File: src/core/etxpm_regs.svh
// Purpose: register offsets, field positions, reset values and timing counts for the tx pacing block
// Assumes: 20 MHz aclk, 32-bit AXI4-Lite register bus
// Notes: definitions only
`ifndef ETXPM_REGS_SVH
`define ETXPM_REGS_SVH

// =====================================================================
// register byte offsets
`define ETXPM_OFS_GAP      12'h000
`define ETXPM_OFS_PACE     12'h004
`define ETXPM_OFS_ADV      12'h008
`define ETXPM_OFS_LOCAL    12'h00c
`define ETXPM_OFS_PARTNER  12'h010
`define ETXPM_OFS_STATUS   12'h014

// =====================================================================
// gap register fields
`define ETXPM_GAP_FIRST_LSB   0
`define ETXPM_GAP_SECOND_LSB  8
`define ETXPM_GAP_POST_LSB    16
`define ETXPM_GAP_EXTRA_BIT   24

// =====================================================================
// reset values
`define ETXPM_RST_FIRST   8'h08
`define ETXPM_RST_SECOND  8'h04
`define ETXPM_RST_POST    5'h10
`define ETXPM_RST_EXTRA   1'h1
`define ETXPM_RST_PACE    8'h00
`define ETXPM_RST_ADV     6'h35

// =====================================================================
// timing: one nibble time in ns per speed, clock period in ns
`define ETXPM_CLK_NS          50
`define ETXPM_NIBBLE_SLOW_NS  400
`define ETXPM_NIBBLE_FAST_NS  40
// nibble counts in cycles; 40 ns rounds down to the one-cycle floor
`define ETXPM_NIB_SLOW_CYC  ((`ETXPM_NIBBLE_SLOW_NS / `ETXPM_CLK_NS) < 1 ? 1 : (`ETXPM_NIBBLE_SLOW_NS / `ETXPM_CLK_NS))
`define ETXPM_NIB_FAST_CYC  ((`ETXPM_NIBBLE_FAST_NS / `ETXPM_CLK_NS) < 1 ? 1 : (`ETXPM_NIBBLE_FAST_NS / `ETXPM_CLK_NS))
`define ETXPM_NIB_PER_BYTE  2
`define ETXPM_RESP_OKAY    2'h0
`define ETXPM_RESP_SLVERR  2'h2

`endif

File: src/core/etxpm_pkg.sv
// Purpose: types for the tx pacing block
// Assumes: nothing
// Notes: offsets and counts live in etxpm_regs.svh
package etxpm_pkg;

	// advertisement set, highest priority first in the chosen-mode encoding
	typedef struct packed {
		logic autoneg;
		logic fast_full;
		logic fast_four_pair;
		logic fast_half;
		logic slow_full;
		logic slow_half;
	} etxpm_adv_t;

	// gap settings
	typedef struct packed {
		logic extra_en;
		logic [4:0] post_rx;
		logic [7:0] second;
		logic [7:0] first;
	} etxpm_gap_t;

	// pacing states, one-hot
	typedef enum logic [3:0] {
		ETXPM_IDLE = 4'b0001,
		ETXPM_WAIT = 4'b0010,
		ETXPM_SEND = 4'b0100,
		ETXPM_HOLD = 4'b1000
	} etxpm_state_t;

endpackage

File: src/core/etxpm_top.sv
// Purpose: transmit pacing and link-mode selection for one 10/100 MAC channel
// Assumes: one 20 MHz clock; line-side status inputs come from other clock domains
// Notes: registers over AXI4-Lite; gaps are counted in nibble times
//
// Overview of operation
// RULE1: extra gap after receive when enabled
// RULE2: disabled: only the two standard parts
// RULE3: extra-gap enable single bit, resets to 1
// RULE4: post-receive gap 0..31 nibbles, 0 adds none
// RULE5: nibble is 400 ns slow, 40 ns fast (the code's fast nibble is one 50 ns aclk cycle)
// RULE6: post-receive gap resets to 16 nibbles
// RULE7: burst limit 1..255 caps, 0 unlimited
// RULE8: autoneg bit: 0 forced, 1 autoneg, reset 1
// RULE9: advertisement resets: 1, 1, 0, 1
// RULE10: priority fast full, four pair, fast half, slow full, slow half
// RULE11: local capability bits read-only, loaded at startup
// RULE12: partner bits read zero without partner autoneg
// RULE13: standard gap is first plus second byte parts
// RULE14: transmit waits until every gap count expires
// RULE15: burst counter clears after idle past gap
//
// Added by the designer: register access over AXI4-Lite and the address map.
`timescale 1ns/1ns
`include "etxpm_regs.svh"

module etxpm_top
	import etxpm_pkg::*;
(
	// clock and reset
	input wire logic aclk,
	input wire logic aresetn,
	// axi4-lite write address and data
	input wire logic [11:0] s_axi_awaddr,
	input wire logic s_axi_awvalid,
	output logic s_axi_awready,
	input wire logic [31:0] s_axi_wdata,
	input wire logic [3:0] s_axi_wstrb,
	input wire logic s_axi_wvalid,
	output logic s_axi_wready,
	// axi4-lite write response
	output logic [1:0] s_axi_bresp,
	output logic s_axi_bvalid,
	input wire logic s_axi_bready,
	// axi4-lite read
	input wire logic [11:0] s_axi_araddr,
	input wire logic s_axi_arvalid,
	output logic s_axi_arready,
	output logic [31:0] s_axi_rdata,
	output logic [1:0] s_axi_rresp,
	output logic s_axi_rvalid,
	input wire logic s_axi_rready,
	// mac side, same clock
	input wire logic tx_request,
	input wire logic tx_done,
	input wire logic rx_end,
	output logic tx_start,
	// transceiver side, asynchronous levels
	input wire logic link_fast,
	input wire logic [4:0] local_able_pins,
	input wire logic [4:0] partner_able_pins,
	// chosen mode toward the transceiver
	output logic [5:0] adv_out,
	output logic [4:0] mode_chosen
);

	// =====================================================================
	// register state
	etxpm_gap_t gap_ff; // gap settings
	logic [7:0] pace_ff; // burst limit
	etxpm_adv_t adv_ff; // advertisement bits
	logic [4:0] local_ff; // startup capability snapshot
	logic [1:0] startup_ff; // edges since release; snapshot is final at three
	logic [4:0] partner_ff; // partner abilities, masked

	// =====================================================================
	// synchronisers for line-side levels
	logic [10:0] sync1_ff; // first stage, read only by second
	logic [10:0] sync2_ff; // second stage

	// two flops before any logic reads a pin
	always_ff @(posedge aclk) begin
		if (!aresetn) begin
			sync1_ff <= 11'h000;
			sync2_ff <= 11'h000;
		end else begin
			sync1_ff <= {link_fast, local_able_pins, partner_able_pins};
			sync2_ff <= sync1_ff;
		end
	end

	// =====================================================================
	// helpers
	// chosen mode, one-hot, in descending priority order
	function automatic logic [4:0] pick_mode(input etxpm_adv_t a);
		logic [4:0] m;
		m = 5'h00;
		if (a.fast_full) begin
			m = 5'h10;
		end else if (a.fast_four_pair) begin
			m = 5'h08;
		end else if (a.fast_half) begin
			m = 5'h04;
		end else if (a.slow_full) begin
			m = 5'h02;
		end else if (a.slow_half) begin
			m = 5'h01;
		end
		return m;
	endfunction

	// byte-lane merge for a register write
	function automatic logic [31:0] merge(input logic [31:0] old, input logic [31:0] d, input logic [3:0] s);
		logic [31:0] r;
		r = old;
		for (int i = 0; i < 4; i++) begin
			if (s[i]) begin
				r[i*8 +: 8] = d[i*8 +: 8];
			end
		end
		return r;
	endfunction

	// =====================================================================
	// axi4-lite write path: address and data accepted in either order
	logic aw_held_ff; // address captured
	logic w_held_ff; // data captured
	logic [11:0] awaddr_ff;
	logic [31:0] wdata_ff;
	logic [3:0] wstrb_ff;
	logic do_write;

	assign do_write = aw_held_ff && w_held_ff && !s_axi_bvalid;

	// capture each channel once, ready drops while it is held
	always_ff @(posedge aclk) begin
		if (!aresetn) begin
			aw_held_ff <= 1'b0;
			w_held_ff <= 1'b0;
			s_axi_awready <= 1'b0;
			s_axi_wready <= 1'b0;
			awaddr_ff <= 12'h000;
			wdata_ff <= 32'h0000_0000;
			wstrb_ff <= 4'h0;
		end else begin
			s_axi_awready <= !aw_held_ff && !(s_axi_awvalid && s_axi_awready);
			s_axi_wready <= !w_held_ff && !(s_axi_wvalid && s_axi_wready);
			if (s_axi_awvalid && s_axi_awready) begin
				aw_held_ff <= 1'b1;
				awaddr_ff <= s_axi_awaddr;
			end else if (do_write) begin
				aw_held_ff <= 1'b0;
			end
			if (s_axi_wvalid && s_axi_wready) begin
				w_held_ff <= 1'b1;
				wdata_ff <= s_axi_wdata;
				wstrb_ff <= s_axi_wstrb;
			end else if (do_write) begin
				w_held_ff <= 1'b0;
			end
		end
	end

	// write response; unmapped or read-only offsets answer slverr
	always_ff @(posedge aclk) begin
		if (!aresetn) begin
			s_axi_bvalid <= 1'b0;
			s_axi_bresp <= `ETXPM_RESP_OKAY;
		end else if (do_write) begin
			s_axi_bvalid <= 1'b1;
			s_axi_bresp <= (awaddr_ff == `ETXPM_OFS_GAP || awaddr_ff == `ETXPM_OFS_PACE ||
				awaddr_ff == `ETXPM_OFS_ADV) ? `ETXPM_RESP_OKAY : `ETXPM_RESP_SLVERR;
		end else if (s_axi_bready) begin
			s_axi_bvalid <= 1'b0;
		end
	end

	// =====================================================================
	// writable settings
	logic [31:0] gap_word;
	assign gap_word = merge({7'h00, gap_ff.extra_en, 3'h0, gap_ff.post_rx, gap_ff.second, gap_ff.first},
		wdata_ff, wstrb_ff);

	// settings update; reset values chosen as the documented defaults
	always_ff @(posedge aclk) begin
		if (!aresetn) begin
			// RULE3: extra-gap enable default
			gap_ff.extra_en <= `ETXPM_RST_EXTRA;
			// RULE6: post-receive default
			gap_ff.post_rx <= `ETXPM_RST_POST;
			// RULE13: standard gap defaults
			gap_ff.first <= `ETXPM_RST_FIRST;
			gap_ff.second <= `ETXPM_RST_SECOND;
			// RULE7: no limit by default
			pace_ff <= `ETXPM_RST_PACE;
			// RULE8: autoneg by default
			// RULE9: advertisement defaults
			adv_ff <= `ETXPM_RST_ADV;
		end else if (do_write) begin
			case (awaddr_ff)
				`ETXPM_OFS_GAP: begin
					gap_ff.first <= gap_word[`ETXPM_GAP_FIRST_LSB +: 8];
					gap_ff.second <= gap_word[`ETXPM_GAP_SECOND_LSB +: 8];
					// RULE4: five bits hold 0..31
					gap_ff.post_rx <= gap_word[`ETXPM_GAP_POST_LSB +: 5];
					gap_ff.extra_en <= gap_word[`ETXPM_GAP_EXTRA_BIT];
				end
				`ETXPM_OFS_PACE: begin
					if (wstrb_ff[0]) begin
						pace_ff <= wdata_ff[7:0];
					end
				end
				`ETXPM_OFS_ADV: begin
					if (wstrb_ff[0]) begin
						adv_ff <= wdata_ff[5:0];
					end
				end
				default: begin
					// read-only or unmapped: nothing stored
				end
			endcase
		end
	end

	// =====================================================================
	// capability reporting
	// snapshot keeps loading until the synchronisers hold real pin values
	always_ff @(posedge aclk) begin
		if (!aresetn) begin
			startup_ff <= 2'h0;
			local_ff <= 5'h00;
			partner_ff <= 5'h00;
		end else begin
			// RULE11: loaded once at startup
			if (startup_ff != 2'h3) begin
				startup_ff <= startup_ff + 2'h1;
				local_ff <= sync2_ff[9:5];
			end
			// RULE12: all zero without partner autoneg
			partner_ff <= sync2_ff[4] ? sync2_ff[4:0] : 5'h00;
		end
	end

	// chosen mode and advertisement toward the transceiver
	always_ff @(posedge aclk) begin
		if (!aresetn) begin
			adv_out <= 6'h00;
			mode_chosen <= 5'h00;
		end else begin
			adv_out <= adv_ff;
			// RULE10: priority pick
			mode_chosen <= pick_mode(adv_ff);
		end
	end

	// =====================================================================
	// read path
	always_ff @(posedge aclk) begin
		if (!aresetn) begin
			s_axi_arready <= 1'b0;
			s_axi_rvalid <= 1'b0;
			s_axi_rdata <= 32'h0000_0000;
			s_axi_rresp <= `ETXPM_RESP_OKAY;
		end else begin
			s_axi_arready <= !s_axi_rvalid && !(s_axi_arvalid && s_axi_arready);
			if (s_axi_arvalid && s_axi_arready) begin
				s_axi_rvalid <= 1'b1;
				s_axi_rresp <= `ETXPM_RESP_OKAY;
				case (s_axi_araddr)
					`ETXPM_OFS_GAP: s_axi_rdata <= {7'h00, gap_ff.extra_en, 3'h0, gap_ff.post_rx,
						gap_ff.second, gap_ff.first};
					`ETXPM_OFS_PACE: s_axi_rdata <= {24'h000000, pace_ff};
					`ETXPM_OFS_ADV: s_axi_rdata <= {26'h0000000, adv_ff};
					`ETXPM_OFS_LOCAL: s_axi_rdata <= {27'h0000000, local_ff};
					`ETXPM_OFS_PARTNER: s_axi_rdata <= {27'h0000000, partner_ff};
					`ETXPM_OFS_STATUS: s_axi_rdata <= {27'h0000000, mode_chosen};
					default: begin
						s_axi_rdata <= 32'h0000_0000;
						s_axi_rresp <= `ETXPM_RESP_SLVERR;
					end
				endcase
			end else if (s_axi_rready) begin
				s_axi_rvalid <= 1'b0;
			end
		end
	end

	// =====================================================================
	// pacing engine
	etxpm_state_t state_ff;
	logic [3:0] nib_tick_ff; // cycles within one nibble time
	logic nib_pulse;
	logic [10:0] gap_left_ff; // nibbles owed; 11 bits since both parts at 255 plus 31 exceed 1023
	logic [9:0] idle_nib_ff; // nibbles idle since last transmit
	logic [7:0] burst_ff; // packets sent back to back
	logic [9:0] std_gap_nib;
	logic post_pending_ff; // a receive ended since the last transmit

	// RULE5: nibble length follows link speed
	// at-or-above, so a switch to fast mid-count ends the nibble at once instead of wrapping
	assign nib_pulse = (nib_tick_ff >= 4'((sync2_ff[10] ? `ETXPM_NIB_FAST_CYC : `ETXPM_NIB_SLOW_CYC) - 1));
	// RULE13: total standard gap in nibbles
	assign std_gap_nib = 10'((gap_ff.first + gap_ff.second) * `ETXPM_NIB_PER_BYTE);

	// free-running nibble timebase
	always_ff @(posedge aclk) begin
		if (!aresetn) begin
			nib_tick_ff <= 4'h0;
		end else begin
			nib_tick_ff <= nib_pulse ? 4'h0 : nib_tick_ff + 4'h1;
		end
	end

	// gap countdown and state machine
	always_ff @(posedge aclk) begin
		if (!aresetn) begin
			state_ff <= ETXPM_IDLE;
			gap_left_ff <= 11'h000;
			post_pending_ff <= 1'b0;
			tx_start <= 1'b0;
		end else begin
			tx_start <= 1'b0;
			if (rx_end) begin
				post_pending_ff <= 1'b1;
			end
			case (state_ff)
				ETXPM_IDLE: begin
					if (tx_request) begin
						// RULE1: add post-receive part when enabled
						// RULE2: disabled ignores the setting
						gap_left_ff <= 11'(std_gap_nib) + ((gap_ff.extra_en && (post_pending_ff || rx_end)) ?
							11'(gap_ff.post_rx) : 11'h000);
						state_ff <= ETXPM_WAIT;
					end
				end
				ETXPM_WAIT: begin
					// RULE14: receive end with the extra gap enabled restarts the whole wait, standard plus post-receive
					if (rx_end && gap_ff.extra_en) begin
						gap_left_ff <= 11'(std_gap_nib) + 11'(gap_ff.post_rx);
					end else if (gap_left_ff == 11'h000) begin
						tx_start <= 1'b1;
						if (!rx_end) begin
							post_pending_ff <= 1'b0;
						end
						state_ff <= ETXPM_SEND;
					end else if (nib_pulse) begin
						gap_left_ff <= gap_left_ff - 11'h001;
					end
				end
				ETXPM_SEND: begin
					if (tx_done) begin
						// RULE7: stop at the burst limit
						state_ff <= (pace_ff != 8'h00 && burst_ff + 8'h01 >= pace_ff) ? ETXPM_HOLD : ETXPM_IDLE;
					end
				end
				ETXPM_HOLD: begin
					// limit reached: wait for the counter to clear
					if (burst_ff == 8'h00) begin
						state_ff <= ETXPM_IDLE;
					end
				end
				default: state_ff <= ETXPM_IDLE;
			endcase
		end
	end

	// burst counter and idle time
	always_ff @(posedge aclk) begin
		if (!aresetn) begin
			burst_ff <= 8'h00;
			idle_nib_ff <= 10'h000;
		end else if (state_ff == ETXPM_SEND) begin
			idle_nib_ff <= 10'h000;
			if (tx_done && burst_ff != 8'hff) begin
				burst_ff <= burst_ff + 8'h01;
			end
		end else if (state_ff == ETXPM_WAIT) begin
			// the paced gap itself is not idle time, else no burst could ever build up
			idle_nib_ff <= 10'h000;
		end else if (idle_nib_ff > std_gap_nib) begin
			// RULE15: long idle clears the burst
			burst_ff <= 8'h00;
		end else if (nib_pulse) begin
			idle_nib_ff <= idle_nib_ff + 10'h001;
		end
	end
endmodule

File: config.mk
export PLATFORM = sky130hd
export DESIGN_NAME = etxpm_top
export DESIGN_NICKNAME = d
export VERILOG_FILES = /design/src/core/etxpm_pkg.sv /design/src/core/etxpm_top.sv
export VERILOG_INCLUDE_DIRS = /design/src /design/src/core
export SDC_FILE = /design/constraint.sdc
export NUM_CORES = 1
export LEC_CHECK = 0
export BUFFER_PORTS_ARGS = -buffer_cell sky130_fd_sc_hd__clkbuf_2
export CORE_ASPECT_RATIO = 2
export CORE_MARGIN = 8
export CORE_UTILIZATION = 50
export DETAILED_ROUTE_END_ITERATION = 12
export GPL_TIMING_DRIVEN = 0
export PLACE_DENSITY = 0.69
export SYNTH_ARGS = -nofsm -noshare
export SYNTH_HDL_FRONTEND = slang
export SYNTH_SLANG_ARGS = --single-unit
File: constraint.sdc
create_clock -name aclk -period 4.6 [get_ports aclk]
set_clock_uncertainty 0.05 [all_clocks]
set_input_delay 0.92 -clock aclk [delete_from_list [all_inputs] [get_ports aclk]]
set_output_delay 0.92 -clock aclk [all_outputs]
set_load 0.05 [all_outputs]
==> results.py <==
metrics = {
    "clock_tree": {
        "root_buffer": "clkbuf_16",
        "holdBufCountCts": 0,
        "cts_tree": "done",
        "cts_resized": 0,
        "worstSkewPairLatency_ns": 0.44,
        "clockBufferDepth": 2,
        "h-tree-depth": 4,
        "cts-buffers-inserted": 17,
        "post_cts_buffers": 0,
        "cts_sinks": 188,
        "clk_pin_slew_worst_paths_ns": 0.07,
    },
    "floorplan": {
        "die-area_sq_um": 23100,
        "pin_count": 134,
        "dieHeight_microns": 207,
        "rows": 70,
        "start_util_pct": 50.4,
        "fp.dieW_microns": 112,
        "core_area_sq_um": 18100,
    },
    "finish": {
        "fin_cells": 1371,
        "area_delta_synth_final_pct": 16.5,
        "nets": 1265,
        "stdcell_area_sq_um": 10700,
        "n_fill_cell": 1686,
        "utilization_pct": 58.8,
        "final_cell_mix": "188 x dfxtp_1, 141 x nand2_1, 111 x clkbuf_2",
        "layout_commonest_cell": "dfxtp_1",
        "layout-drive-gt1-share_pct": 15.7,
    },
    "hold_path": {
        "min_from": "sync1_ff[9]$_SDFF_PN0_",
        "worstHoldPathType": "reg2reg",
    },
    "yosys": {
        "synthCells": 1000,
        "syn_area_per_cell_sq_um": 9.14,
        "yosysSeqAreaShare_pct": 41.2,
        "ys_top_cells_by_area": "dfxtp_1 41%, mux2i_1 6.6%, nand2_1 5.8%",
        "synth_top_area_share_pct": 41.2,
        "synth_area_sq_um": 9140,
        "ys.flop_type": "dfxtp_1",
        "ys_ff_latch": 188,
        "synth_edf_count": 0,
        "ys_warn_count": 0,
        "synthArstFlopShare_pct": 0,
        "ys_types": 74,
        "synth_largest_area_cell": "dfxtp_1",
    },
    "setup_path": {
        "endpoint": "burst_ff[1]$_SDFFE_PN0P_",
        "startpoint_type": "register",
        "path_depth": 15,
        "slowest_delay_ns": 0.62,
        "r2r-end": "burst_ff[1]$_SDFFE_PN0P_",
        "required_ns": 4.93,
        "crit_path_start": "gap_ff[0]$_SDFFE_PN0P_",
        "r2r_setup_slack_ns": 0.33,
        "r2r_cells": 15,
        "crit_chain": "ha_1 > inv_1 > fa_1 > nor2b_1 > o31ai_1 > a21boi_1 > o21ai_0 > nand2b_1 > inv_1 > ha_1 > nand2_1 > or4_1 > o41ai_4 > or2_1 > a22o_1",
        "cp_max_fo": 5,
        "criticalPathCategory": "reg2reg",
        "arrival_ns": 4.60,
        "critPathBufInv": 2,
        "crit_path_top_delay_cell": "o41ai_4",
        "end_kind": "register",
        "path_delay_family": "simple AND/OR/NAND/NOR gates",
        "r2r-start": "gap_ff[0]$_SDFFE_PN0P_",
    },
    "power_and_ir_drop": {
        "ir_worst_vdd_mv": 0.257,
        "leakagePower_nw": 4.69,
        "power.total_mw": 3.91,
        "power_density_nw_per_um2": 367,
    },
    "sta": {
        "worst_slew_pin_slew_ns": 1.28,
        "relSlewSlack_pct": 13.9,
        "hold_viol": 0,
        "period_minus_slack_ns": 4.27,
        "maxSlewViolCount": 0,
        "rsz0062_at_grt": "false",
        "min_period_over_period_pct": 92.8,
        "setup_viol": 0,
        "fmax_mhz": 234,
    },
    "routing": {
        "viasPerCell": 5.50,
        "drc_errors": 0,
        "wl_per_cell_microns": 17.8,
        "vias": 7539,
        "drt_iter0_drc": 256,
        "dr.pass1.iters": 7,
        "wirelength_microns": 24300,
        "antenna_left": 0,
    },
    "global_routing": {
        "grt_overflow_total": 0,
        "grt_pass1_wl_microns": 39700,
        "track_usage_pct": 21.7,
        "antenna_found_initial": 0,
        "grt_max_degree": 19,
        "grt_pass1_vias": 7767,
    },
    "outcome": {
        "status": "finished, final reports clean",
    },
    "placement": {
        "dpl_cell_area_sq_um": 10000,
        "port-buffer-count": 110,
        "dp_hpwl_microns": 19400,
        "place_inst": 1338,
        "gp_congestion": 0.927,
    },
    "run": {
        "drv_cap": 0,
    },
}
[flip-flops by register name (all words and copies together) (netlist names), 10 cells and up]
register	cells
awaddr_ff	12
gap_ff	22
gap_left_ff	11
idle_nib_ff	10
s_axi_rdata	22
sync1_ff	11
sync2_ff	11
wdata_ff	22
[cell usage after synthesis (all sizes together), types with 4 or more instances]
library cell  number
a211oi             5
and2              42
nand3             16
nor3              13
mux2i             60
a21o              13
a22o               4
o21ai             23
a21boi            43
or4                5
nor4b              4
o21a               5
xnor2             14
mux4               5
a21oi             31
o211ai            11
buf               16
nor2b             59
nand2            141
nor2              29
dfxtp            188
nor3b              7
o221ai             6
or2                7
a22oi             17
inv               37
nand4              4
nand2b            16
ha                40
o31ai              6
a31oi              4
and3              11
xor2              14
nor4              11
o211a             11
clkbuf            44
[per-layer routing]
metal	part of all wire [%]	GRT usage (%)	vias to the layer above	wire length (microns)
li1	-	-	3754	-
met2	55	41.1	164	13400
met1	37	21.2	3564	8930
met4	5.2	12.7	0	1270
met5	0	0	-	0
met3	3.0	3.82	57	723
[worst reg2reg max path: stages, from the launching register on]
cell and delay (ns):
dfxtp_1 0.42, ha_1 0.24, inv_1 0.07, fa_1 0.41, nor2b_1 0.23, o31ai_1 0.13
a21boi_1 0.26, o21ai_0 0.12, nand2b_1 0.19, inv_1 0.07, ha_1 0.33, nand2_1 0.08
or4_1 0.54, o41ai_4 0.62, or2_1 0.28, a22o_1 0.16
[metrics by stage]
step                      TNS (ns)  hold WS, ns  setup WS (ns)
after floorplan                  0        0.356          0.841
after global placement       -2.26        0.364         -0.376
after detailed placement         0        0.369         0.0580
after CTS                        0        0.389         0.0210
after global routing             0        0.397         0.0286
final                            0        0.386          0.330
[power breakdown]
| part | internal (mW) | leakage [nW] | switching, mW |
|---|---|---|---|
| Sequential | 1.71 | 1.53 | 0.0765 |
| Combinational | 0.235 | 2.85 | 0.361 |
| Clock | 0.840 | 0.304 | 0.687 |
[area by class of cell]
cell class                      count  area [sq um]  share of cell area, %
Sequential cell                   188          3760                   35.3
Multi-Input combinational cell    726          5020                   47.1
Clock inverter                     14           176                   1.66
Buffer                             60           284                   2.67
Tap cell                          216           270                   2.54
Inverter                           37           139                   1.30
Timing Repair Buffer              111           556                   5.21
Clock buffer                       18           439                   4.12
Antenna cell                        1          2.50                 0.0235
[worst min path at each step]
stage	end	cells after the start
global route	sync2_ff[6]$_SDFF_PN0_	1
global placement	sync2_ff[5]$_SDFF_PN0_	1
floorplan	s_axi_awready$_SDFF_PN0_	1
CTS	sync2_ff[5]$_SDFF_PN0_	1
finish	sync2_ff[9]$_SDFF_PN0_	1
detailed placement	sync2_ff[5]$_SDFF_PN0_	1
[kinds of logic (layout without fill, tap and decap cells)]
| group | count (synthesis) | count (layout) | share of synthesized area, % |
|---|---|---|---|
| AOI/OAI and AO/OA | 196 | 196 | 15.5 |
| xor gates and xnor gates | 29 | 29 | 2.93 |
| adders and majority gates | 43 | 43 | 6.13 |
| buffers and inverters | 97 | 240 | 4.61 |
| DFF | 188 | 188 | 41.2 |
| muxes | 66 | 66 | 7.96 |
| other | 1 | 13 | 0.0410 |
| and+or+nand+nor | 380 | 380 | 21.7 |
Power figures use the tool's default switching activity.
